## config.mk

```make
export PLATFORM = sky130hd
export DESIGN_NAME = mct_timer
export DESIGN_NICKNAME = d
export VERILOG_FILES = /design/src/mct_timer.v
export VERILOG_INCLUDE_DIRS = /design/src
export SDC_FILE = /design/constraint.sdc
export NUM_CORES = 1
export LEC_CHECK = 0
export BUFFER_PORTS_ARGS = -buffer_cell sky130_fd_sc_hd__buf_2
export CORE_ASPECT_RATIO = 1.5
export CORE_MARGIN = 5
export CORE_UTILIZATION = 35
export DETAILED_ROUTE_END_ITERATION = 16
export SLEW_MARGIN = 20
export SYNTH_ARGS = -nofsm -noshare
export SYNTH_HDL_FRONTEND = slang
export SYNTH_SLANG_ARGS = --single-unit
```

## constraint.sdc

```tcl
create_clock -name pclk -period 4.97 [get_ports pclk]
set_input_delay 0.497 -clock pclk [delete_from_list [all_inputs] [get_ports pclk]]
set_output_delay 0.497 -clock pclk [all_outputs]
set_load 0.01 [all_outputs]
```

## src/mct_map.vh

```
// Address map, field positions and reset values of the five-channel timer
`ifndef MCT_MAP_VH
`define MCT_MAP_VH

// Channel windows: channel n occupies byte offsets n*0x20 .. n*0x20+0x1F
`define MCT_CH_SPAN 8'h20
`define MCT_NUM_CH 5
// Word offsets inside a channel window (paddr[4:2])
`define MCT_OFF_CTRL 3'h0
`define MCT_OFF_COUNT 3'h1
`define MCT_OFF_REGA 3'h2
`define MCT_OFF_REGC 3'h3
`define MCT_OFF_STATUS 3'h4
`define MCT_OFF_IEN 3'h5
// Global window (paddr[7:5] == 5)
`define MCT_GLB_SEL 3'h5
`define MCT_OFF_GCTRL 3'h0
`define MCT_OFF_DEAD 3'h1
`define MCT_OFF_CDR 3'h2
`define MCT_OFF_CDB 3'h3

// Channel control fields
`define MCT_CTRL_START 0
`define MCT_CTRL_DOWN 1
`define MCT_CTRL_CLR_MATCH 2
`define MCT_CTRL_BUF_A 3
`define MCT_CTRL_CAPTURE 4
`define MCT_CTRL_CASCADE 5
`define MCT_CTRL_CAP_CH1CLK 6
`define MCT_CTRL_W 7

// Status and interrupt-enable fields
`define MCT_ST_MATCH 0
`define MCT_ST_OVF 1
`define MCT_ST_UNF 2
`define MCT_ST_W 3

// Global control fields
`define MCT_G_STANDBY 0
`define MCT_G_CPWM 1

// Reset values
`define MCT_GCTRL_RST 2'h1
`define MCT_CTRL_RST 7'h00
`define MCT_CNT_MAX 16'hFFFF
`define MCT_CNT_ZERO 16'h0000
`define MCT_REG_RST 16'hFFFF

`endif

```

## src/mct_timer.v

```verilog
// Five-channel 16-bit timer with flags, buffers and access contention, APB slave
//
// Notes on behaviour
// Count rollover from FFFF to 0000 sets overflow flag and request.
// Underflow while counting down sets underflow flag and request.
// Compare match or capture on register A sets its flag and request.
// Flag clears by writing 0 only after it was read as 1.
// Transfer controller activation clears the match flag automatically.
// Reset leaves the unit in standby; registers locked until standby cleared.
// External count clock levels last 1.5 or 2.5 states minimum.
// Phase counting inputs need 1.5 state phase gap, 2.5 state width.
// Clear-on-match clears after the matching state; period is N+1.
// Clear during counter write cycle wins; written value dropped.
// Counter write beats a coincident increment.
// Register write and coincident compare match both take effect.
// Buffer transfer on write contention: channel 0 new value, 3/4 old.
// Read coinciding with capture returns the captured value.
// Capture beats a coincident register A write.
// Capture buffer transfer beats a coincident buffer write.
// Cascade: channel 2 write wins, channel 1 count pulse suppressed.
// Channel 1 match and channel 1 clock captures still occur then.
// Software sets counter clearing of cascaded channels consistently.
// Stopping complementary PWM: channel 3 gets dead time, channel 4 zero.
// Restarting complementary PWM resumes from the stop state.
// Complementary PWM buffers: 3C for 3A, 4C for 4A, cycle buffer.
// Software updates PWM cycle and duty only through buffers.
// Request is flag AND enable, withdrawn when the flag clears.
// Buffer mode: C to A on match, A to C on capture.
`timescale 1ns/10ps
`include "mct_map.vh"

module mct_timer #(
  parameter NCH = 5,
  parameter CW = 16
) (
  // Clock and reset
  input wire pclk,
  input wire presetn,
  // APB slave
  input wire psel,
  input wire penable,
  input wire pwrite,
  input wire [7:0] paddr,
  input wire [31:0] pwdata,
  output reg [31:0] prdata,
  output wire pready,
  output wire pslverr,
  // Timer events
  input wire [NCH-1:0] capture_in,
  input wire [NCH-1:0] xfer_clear,
  // Interrupt requests
  output wire [NCH-1:0] match_capture_irq,
  output wire [NCH-1:0] overflow_irq,
  output wire [NCH-1:0] underflow_irq
);

  function hit;
    input [7:0] addr;
    input [2:0] win;
    input [2:0] off;
    begin
      hit = (addr[7:5] == win) && (addr[4:2] == off) && (addr[1:0] == 2'h0);
    end
  endfunction

  // Zero-extends a register field to a bus word
  function [31:0] pad_word;
    input [CW-1:0] val;
    begin
      pad_word = {{(32-CW){1'b0}}, val};
    end
  endfunction

  // Channels with special roles
  localparam CH_CASC_LOW = 1;
  localparam CH_CASC_HIGH = 2;
  localparam CH_PAIR_LEAD = 3;
  localparam CH_PAIR_TAIL = 4;

  reg [1:0] gctrl_reg;
  reg [CW-1:0] dead_reg;
  reg [CW-1:0] cdr_reg;
  reg [CW-1:0] cdb_reg;

  wire standby = gctrl_reg[`MCT_G_STANDBY];
  wire cpwm = gctrl_reg[`MCT_G_CPWM];
  wire acc = psel && penable;
  wire setup = psel && !penable;
  wire wr = acc && pwrite;
  wire glb_hit = hit(paddr, `MCT_GLB_SEL, `MCT_OFF_GCTRL);
  wire ch_win = (paddr[7:5] < `MCT_GLB_SEL) && (paddr[4:2] <= `MCT_OFF_IEN) &&
    (paddr[1:0] == 2'h0);
  wire glb_win = (paddr[7:5] == `MCT_GLB_SEL) && (paddr[4:2] <= `MCT_OFF_CDB) &&
    (paddr[1:0] == 2'h0);
  // Only the standby control stays reachable while in standby
  wire locked = standby && !glb_hit;

  assign pready = 1'b1;
  assign pslverr = acc && (!(ch_win || glb_win) || locked);

  // Flattened per-channel state, next values and cross-channel events
  wire [NCH*`MCT_CTRL_W-1:0] ctrl_f;
  wire [NCH*CW-1:0] cnt_n;
  wire [NCH*CW-1:0] rega_n;
  wire [NCH*CW-1:0] regc_n;
  wire [NCH*`MCT_ST_W-1:0] flag_n;
  wire [NCH*`MCT_ST_W-1:0] ien_f;
  wire [NCH-1:0] tick_raw;
  wire [NCH-1:0] carry_raw;
  wire [NCH-1:0] cnt_wr;
  wire [NCH-1:0] match_ev;

  // Complementary PWM stop: channel 3 start bit written to 0
  wire cpwm_stop = cpwm && wr && !locked && hit(paddr, 3'h3, `MCT_OFF_CTRL) &&
    ctrl_f[3*`MCT_CTRL_W+`MCT_CTRL_START] && !pwdata[`MCT_CTRL_START];

  genvar i;
  generate
    for (i = 0; i < NCH; i = i + 1) begin : g_ch
      reg [`MCT_CTRL_W-1:0] ctrl_reg;
      reg [CW-1:0] cnt_reg;
      reg [CW-1:0] rega_reg;
      reg [CW-1:0] regc_reg;
      reg [`MCT_ST_W-1:0] flag_reg;
      reg [`MCT_ST_W-1:0] armed_reg;
      reg [`MCT_ST_W-1:0] ien_reg;
      reg [CW-1:0] cnt_next;
      reg [CW-1:0] rega_next;
      reg [CW-1:0] regc_next;
      reg [`MCT_ST_W-1:0] flag_next;
      reg [`MCT_ST_W-1:0] armed_next;

      wire [31:0] win_full = i;
      wire [2:0] win = win_full[2:0];
      wire ok = wr && !locked;
      wire w_ctrl = ok && hit(paddr, win, `MCT_OFF_CTRL);
      wire w_cnt = ok && hit(paddr, win, `MCT_OFF_COUNT);
      wire w_a = ok && hit(paddr, win, `MCT_OFF_REGA);
      wire w_c = ok && hit(paddr, win, `MCT_OFF_REGC);
      wire w_st = ok && hit(paddr, win, `MCT_OFF_STATUS);
      wire w_ien = ok && hit(paddr, win, `MCT_OFF_IEN);
      wire r_st = setup && !pwrite && !locked &&
        hit(paddr, win, `MCT_OFF_STATUS);

      wire in_pair = cpwm && (i == CH_PAIR_LEAD || i == CH_PAIR_TAIL);
      wire down = ctrl_reg[`MCT_CTRL_DOWN] && !in_pair;
      wire casc = (i == CH_CASC_LOW) && ctrl_reg[`MCT_CTRL_CASCADE];
      wire run = (i == CH_PAIR_TAIL && cpwm) ?
        ctrl_f[CH_PAIR_LEAD*`MCT_CTRL_W+`MCT_CTRL_START] : ctrl_reg[`MCT_CTRL_START];
      wire buf_on = (i == CH_PAIR_TAIL && cpwm) ?
        ctrl_f[CH_PAIR_LEAD*`MCT_CTRL_W+`MCT_CTRL_BUF_A] : ctrl_reg[`MCT_CTRL_BUF_A];

      wire cap_mode = ctrl_reg[`MCT_CTRL_CAPTURE];

      // Cascaded channel 1 counts on channel 2 carry instead of the clock
      wire traw = !standby && (casc ? carry_raw[CH_CASC_HIGH] : run);
      // Channel 1 count pulse dropped when the channel 2 counter is written meanwhile
      wire casc_kill = casc && cnt_wr[CH_CASC_HIGH];
      wire equal = (cnt_reg == rega_reg);
      wire match = traw && equal && !cap_mode;

      wire cap_src = ctrl_reg[`MCT_CTRL_CAP_CH1CLK] ? tick_raw[CH_CASC_LOW] : capture_in[i];
      wire cap = cap_mode && !standby && cap_src;
      wire clr = match && ctrl_reg[`MCT_CTRL_CLR_MATCH];

      wire at_end = down ? (cnt_reg == `MCT_CNT_ZERO) : (cnt_reg == `MCT_CNT_MAX);
      wire tick = traw && !w_cnt && !casc_kill;

      // Clearing takes precedence over the rollover flag
      wire ovf = tick && !down && at_end && !clr;
      wire unf = tick && down && at_end && !clr;

      wire [`MCT_ST_W-1:0] set = {unf, ovf, match || cap};
      wire [`MCT_ST_W-1:0] sw_clr = w_st ? (armed_reg & ~pwdata[`MCT_ST_W-1:0]) :
        {`MCT_ST_W{1'b0}};
      wire [`MCT_ST_W-1:0] xfer_clr = {2'h0, xfer_clear[i]};

      // Channel 0 moves the buffer value being written, channels 3 and 4 the old one
      wire [CW-1:0] buf_src = (i == 0 && w_c) ? pwdata[CW-1:0] : regc_reg;

      assign tick_raw[i] = traw;
      assign carry_raw[i] = traw && at_end && !clr;
      assign cnt_wr[i] = w_cnt;
      assign match_ev[i] = match;

      always @* begin
        if (cpwm_stop && i == 3) begin
          cnt_next = dead_reg;
        end else if (cpwm_stop && i == 4) begin
          cnt_next = `MCT_CNT_ZERO;
        end else if (clr) begin
          cnt_next = `MCT_CNT_ZERO;
        end else if (w_cnt) begin
          cnt_next = pwdata[CW-1:0];
        end else if (tick) begin
          cnt_next = down ? cnt_reg - 1'b1 : cnt_reg + 1'b1;
        end else begin
          cnt_next = cnt_reg;
        end
      end

      always @* begin
        if (cap) begin
          rega_next = cnt_reg;
        end else if (match && buf_on) begin
          rega_next = buf_src;
        end else if (w_a) begin
          rega_next = pwdata[CW-1:0];
        end else begin
          rega_next = rega_reg;
        end
      end

      always @* begin
        if (cap && buf_on) begin
          regc_next = rega_reg;
        end else if (w_c) begin
          regc_next = pwdata[CW-1:0];
        end else begin
          regc_next = regc_reg;
        end
      end

      // A newly raised event beats a clear in the same cycle
      always @* begin
        flag_next = set | (flag_reg & ~(sw_clr | xfer_clr));
      end

      // Arm a clear only for flags seen as 1 by a status read
      always @* begin
        if (w_st) begin
          armed_next = {`MCT_ST_W{1'b0}};
        end else if (r_st) begin
          armed_next = flag_next;
        end else begin
          armed_next = armed_reg & flag_next;
        end
      end

      always @(posedge pclk or negedge presetn) begin
        if (!presetn) begin
          ctrl_reg <= `MCT_CTRL_RST;
          ien_reg <= {`MCT_ST_W{1'b0}};
        end else begin
          if (w_ctrl) begin
            ctrl_reg <= pwdata[`MCT_CTRL_W-1:0];
          end
          if (w_ien) begin
            ien_reg <= pwdata[`MCT_ST_W-1:0];
          end
        end
      end

      always @(posedge pclk or negedge presetn) begin
        if (!presetn) begin
          cnt_reg <= `MCT_CNT_ZERO;
          rega_reg <= `MCT_REG_RST;
          regc_reg <= `MCT_REG_RST;
        end else begin
          cnt_reg <= cnt_next;
          rega_reg <= rega_next;
          regc_reg <= regc_next;
        end
      end

      always @(posedge pclk or negedge presetn) begin
        if (!presetn) begin
          flag_reg <= {`MCT_ST_W{1'b0}};
          armed_reg <= {`MCT_ST_W{1'b0}};
        end else begin
          flag_reg <= flag_next;
          armed_reg <= armed_next;
        end
      end

      assign ctrl_f[i*`MCT_CTRL_W +: `MCT_CTRL_W] = ctrl_reg;
      assign cnt_n[i*CW +: CW] = cnt_next;
      assign rega_n[i*CW +: CW] = rega_next;
      assign regc_n[i*CW +: CW] = regc_next;
      assign flag_n[i*`MCT_ST_W +: `MCT_ST_W] = flag_next;
      assign ien_f[i*`MCT_ST_W +: `MCT_ST_W] = ien_reg;

      // Requests follow flag and enable without delay
      assign match_capture_irq[i] = flag_reg[`MCT_ST_MATCH] &&
        ien_reg[`MCT_ST_MATCH];
      assign overflow_irq[i] = flag_reg[`MCT_ST_OVF] &&
        ien_reg[`MCT_ST_OVF];
      assign underflow_irq[i] = flag_reg[`MCT_ST_UNF] &&
        ien_reg[`MCT_ST_UNF];
    end
  endgenerate

  // Global registers; cycle buffer moves on channel 3 match in PWM pair mode
  wire gw = wr && (paddr[7:5] == `MCT_GLB_SEL);
  wire gw_open = gw && !locked;
  wire cdr_load = cpwm && match_ev[CH_PAIR_LEAD] &&
    ctrl_f[CH_PAIR_LEAD*`MCT_CTRL_W+`MCT_CTRL_BUF_A];

  // Standby control stays writable while everything else is locked
  always @(posedge pclk or negedge presetn) begin
    if (!presetn) begin
      gctrl_reg <= `MCT_GCTRL_RST;
    end else if (gw && glb_hit) begin
      gctrl_reg <= pwdata[1:0];
    end
  end

  always @(posedge pclk or negedge presetn) begin
    if (!presetn) begin
      dead_reg <= `MCT_CNT_ZERO;
    end else if (gw_open && hit(paddr, `MCT_GLB_SEL, `MCT_OFF_DEAD)) begin
      dead_reg <= pwdata[CW-1:0];
    end
  end

  always @(posedge pclk or negedge presetn) begin
    if (!presetn) begin
      cdb_reg <= `MCT_CNT_ZERO;
    end else if (gw_open && hit(paddr, `MCT_GLB_SEL, `MCT_OFF_CDB)) begin
      cdb_reg <= pwdata[CW-1:0];
    end
  end

  always @(posedge pclk or negedge presetn) begin
    if (!presetn) begin
      cdr_reg <= `MCT_CNT_ZERO;
    end else if (cdr_load) begin
      cdr_reg <= cdb_reg;
    end else if (gw_open && hit(paddr, `MCT_GLB_SEL, `MCT_OFF_CDR)) begin
      cdr_reg <= pwdata[CW-1:0];
    end
  end

  // Read data sampled at the end of setup; count, A, C and status from next-state values, the rest from current values
  reg [31:0] rd_mux;
  integer k;
  always @* begin
    rd_mux = 32'h0000_0000;
    k = paddr[7:5];
    if (locked || paddr[1:0] != 2'h0) begin
      rd_mux = 32'h0000_0000;
    end else if (paddr[7:5] == `MCT_GLB_SEL) begin
      case (paddr[4:2])
        `MCT_OFF_GCTRL: rd_mux = {30'h0, gctrl_reg};
        `MCT_OFF_DEAD: rd_mux = pad_word(dead_reg);
        `MCT_OFF_CDR: rd_mux = pad_word(cdr_reg);
        `MCT_OFF_CDB: rd_mux = pad_word(cdb_reg);
        default: rd_mux = 32'h0000_0000;
      endcase
    end else if (k < NCH) begin
      case (paddr[4:2])
        `MCT_OFF_CTRL: rd_mux = {25'h0, ctrl_f[k*`MCT_CTRL_W +: `MCT_CTRL_W]};
        `MCT_OFF_COUNT: rd_mux = pad_word(cnt_n[k*CW +: CW]);
        `MCT_OFF_REGA: rd_mux = pad_word(rega_n[k*CW +: CW]);
        `MCT_OFF_REGC: rd_mux = pad_word(regc_n[k*CW +: CW]);
        `MCT_OFF_STATUS: rd_mux = {29'h0, flag_n[k*`MCT_ST_W +: `MCT_ST_W]};
        `MCT_OFF_IEN: rd_mux = {29'h0, ien_f[k*`MCT_ST_W +: `MCT_ST_W]};
        default: rd_mux = 32'h0000_0000;
      endcase
    end
  end

  always @(posedge pclk or negedge presetn) begin
    if (!presetn) begin
      prdata <= 32'h0000_0000;
    end else if (setup && !pwrite) begin
      prdata <= rd_mux;
    end
  end

endmodule

```

==> summary.txt <==
Sequential cell area = 0.009861 mm^2
Post-CTS setup buffers = 0
Port buffer count = 70
H-tree depth = 2
Clk Tree Root Cell = clkbuf_16
Cell Pwr Density = 288.5 mW/mm^2
VDD IR max = 203.2 uV
WHS = 375.5 ps
Worst EP arrival = 5250 ps
Fin. Hold Viols = 0
Average wire per standard cell = 29.06 um
Iter 0 DRT Violations = 2495
Die footprint = 0.08373 mm^2
Sink Count = 386
Slew Limit Fails = 0
Die Ht = 351.9 um
Post-DRT Antenna Nets = 0
Post-DP HPWL = 90.66 mm
EDFF count, synth = 0
Setup TNS = 0 ps
Via density = 6.161
Leakage power = 14.01 nW
Net switching power = 2.906 mW
Remaining Overflow, GRT = 0
Fmax = 208.4 MHz
Rows = 125
Max Cap Violations = 0
Place WS = 339.0 ps
WL final = 119.8 mm
Top-area cell type share of the netlist area = 0.2064
Syn Std Cell Area = 0.02728 mm^2
Hold_buf cts = 1
Largest net degree at the start of global routing = 103
Clock power share = 0.368
Skew-Pair Late Insertion Delay = 590 ps
Initial antenna violation count = 7
Worst Path Max Fanout = 16
Switching portion of total power = 0.3299
Number of global-route vias before repair = 24950
Status = complete, no violations
Final min period = 4797 ps
Post-synth cell types = 91
Fin Clk Skew = 27.06 ps
Core Util, Final = 0.3945
Fillers = 7842
CTS Buf Count = 41
Syn Area/Cell = 9.053 um^2
Synth async-reset ratio = 1.000
TritonCTS clock tree = yes
CP Launch Type = register
Synth area leaders = dfrtp_1 (21%), dfstp_2 (16%), mux2_2 (8.0%)
Crit share post-route = 0.9653
CTS resizes = 0
Layout cell share with drive strength beyond 1 = 0.2202
Reg-to-reg slack, setup = 170 ps
Seq/Total Area, Yosys = 0.3615
RSZ-0062 raised after global routing = false
Critical Path Sink Type = register
Critical path required time = 5430 ps
Detailed-route via count = 25400
Gate Count Post-Synth = 3013
Residual DRC count = 0
Yosys warnings = 0
Slew HR = 0.2690
Hold Crit Class = input port to register
Synth Register Bits = 386
Chip width = 237.9 um
Drt pass-1 iters = 6
Clock tree buffer depth = 3
First-pass GRT wire length = 172.5 mm
CP Class = register to register
Setup violators final = 0
Final setup margin = 172.7 ps
Gate power share = 0.204
Layout area overhead = 11.96%
I/O pin cnt = 104
Core area = 0.07742 mm^2
Sequential share of power = 0.428
Initial Util = 0.3523
Post-synth top flop = dfrtp_1
Leading area contributor after synthesis = dfrtp_1
Gr usage total = 0.2746
Internal power consumption = 5.904 mW
Worst Tran Pin Value = 1083 ps
# nets final = 3200
Area of the multi-input gates = 0.01639 mm^2
Gpl congestion = 1.011
Reg clk slew, reported paths = 70 ps
## metrics by stage
stage / cell area (um^2) / power [mW] / instances
after CTS: 30530 / 8.797 / 4118
after global routing: 30530 / 9.088 / 4120
after detailed placement: 29170 / 5.565 / 4042
after floorplan: 27330 / 4.798 / 3028
after global placement: 29170 / 5.549 / 4042
final: 30540 / 8.809 / 4123
## worst max-delay path: stages (launching register included)
cell	delay, ps
dfrtp_1	490
or4b_1	560
or4_1	400
o32a_1	270
a311oi_4	420
buf_4	330
buf_4	200
o211ai_1	180
mux2i_1	260
o211ai_1	110
a311oi_1	800
nor4b_1	230
or3_1	400
## cell usage after synthesis, drive strengths merged (9+ instances only)
cell     instances
buf             53
mux2           194
or3             23
nor2b            9
a21o            42
mux2i          171
and2            45
o211a           34
o211ai          62
a311oi           9
o21ai          168
a21oi          197
o31ai           25
o21a            15
or2             14
nor2           290
nand3           80
o221ai          15
nand4           44
nand2b          28
dfrtp          225
a211o           15
o21bai          10
clkbuf         164
o22ai           22
nor4            38
ha              70
nand2          265
dfstp          161
a2111oi         15
xor2            47
and3            31
nor3b           17
xnor2           99
inv             47
or4             12
nor3            61
o311ai          11
a211oi          71
## cell usage in the layout, fill, tap and decap left out, types with 23 or more instances in the layout
cell type,count
o31ai_1,25
xnor2_1,99
buf_2,69
a211oi_1,70
a21oi_1,197
a21o_1,42
and2_1,43
buf_4,143
dfrtp_1,225
o211a_1,34
ha_1,70
nand2_1,265
o21ai_0,155
inv_1,46
nand4_1,44
xor2_1,47
nor4_1,33
nor2_1,288
mux2_2,193
nor3_1,61
mux2i_1,171
clkbuf_16,41
and3_1,31
dfstp_2,161
or3_1,23
o211ai_1,60
nand2b_1,28
nand3_1,80
## routing by layer
| metal | GRT usage | part of all wire | wire length [um] |
|---|---|---|---|
| met4 | 0.2374 | 0.11 | 13300 |
| met2 | 0.4442 | 0.46 | 55290 |
| met5 | 0 | 0.00035 | 42 |
| met1 | 0.3163 | 0.36 | 43290 |
| met3 | 0.03843 | 0.066 | 7899 |
## path summary, 6_finish.rpt
path	cells past startpoint	from	endpoint
worst max-delay path	12	g_ch[2].cnt_reg[0]$_DFF_PN0_	prdata[0]$_DFFE_PN0P_
worst min-delay path	3	pwdata[0]	cdr_reg[0]$_DFFE_PN0P_
worst min register to register	2	g_ch[2].rega_reg[12]$_DFF_PN1_	g_ch[2].buf_src[12]$_DFF_PN1_
min in group asynchronous	2	presetn	cdr_reg[3]$_DFFE_PN0P_
max in group asynchronous	3	presetn	g_ch[2].cnt_reg[9]$_DFF_PN0_
worst max register to register	12	g_ch[2].cnt_reg[0]$_DFF_PN0_	prdata[0]$_DFFE_PN0P_
## power groups by stage
stage                     registers [mW]  logic, mW  clock network [mW]
after CTS                           3.76       1.76                3.27
after detailed placement            3.81       1.75                   0
after global placement              3.81       1.74                   0
after global routing                3.79       1.92                3.38
after floorplan                     3.64       1.16                   0
final                               3.77       1.80                3.24
## final cells by class
class,count,share of cell area
inverter,47,0.005777
clock buffer,57,0.03720
clock inverter,18,0.006965
sequential,386,0.3229
multi-input combinational,2378,0.5365
tap,1016,0.04163
timing repair buffer,216,0.04859
antenna,5,0.0004097
## logic make-up (layout without fill, tap and decap cells)
logic type / Yosys count / in the layout / share of synthesized area
and+or+nand+nor: 975 / 975 / 0.1699
AOI/OAI and AO/OA: 792 / 792 / 0.1952
DFF: 386 / 386 / 0.3615
muxes: 373 / 373 / 0.1494
buffers and inverters: 264 / 338 / 0.04101
xor gates and xnor gates: 146 / 146 / 0.04688
adders and majority gates: 75 / 75 / 0.03578
other: 2 / 22 / 0.0002753
Power figures use the tool's default switching activity.
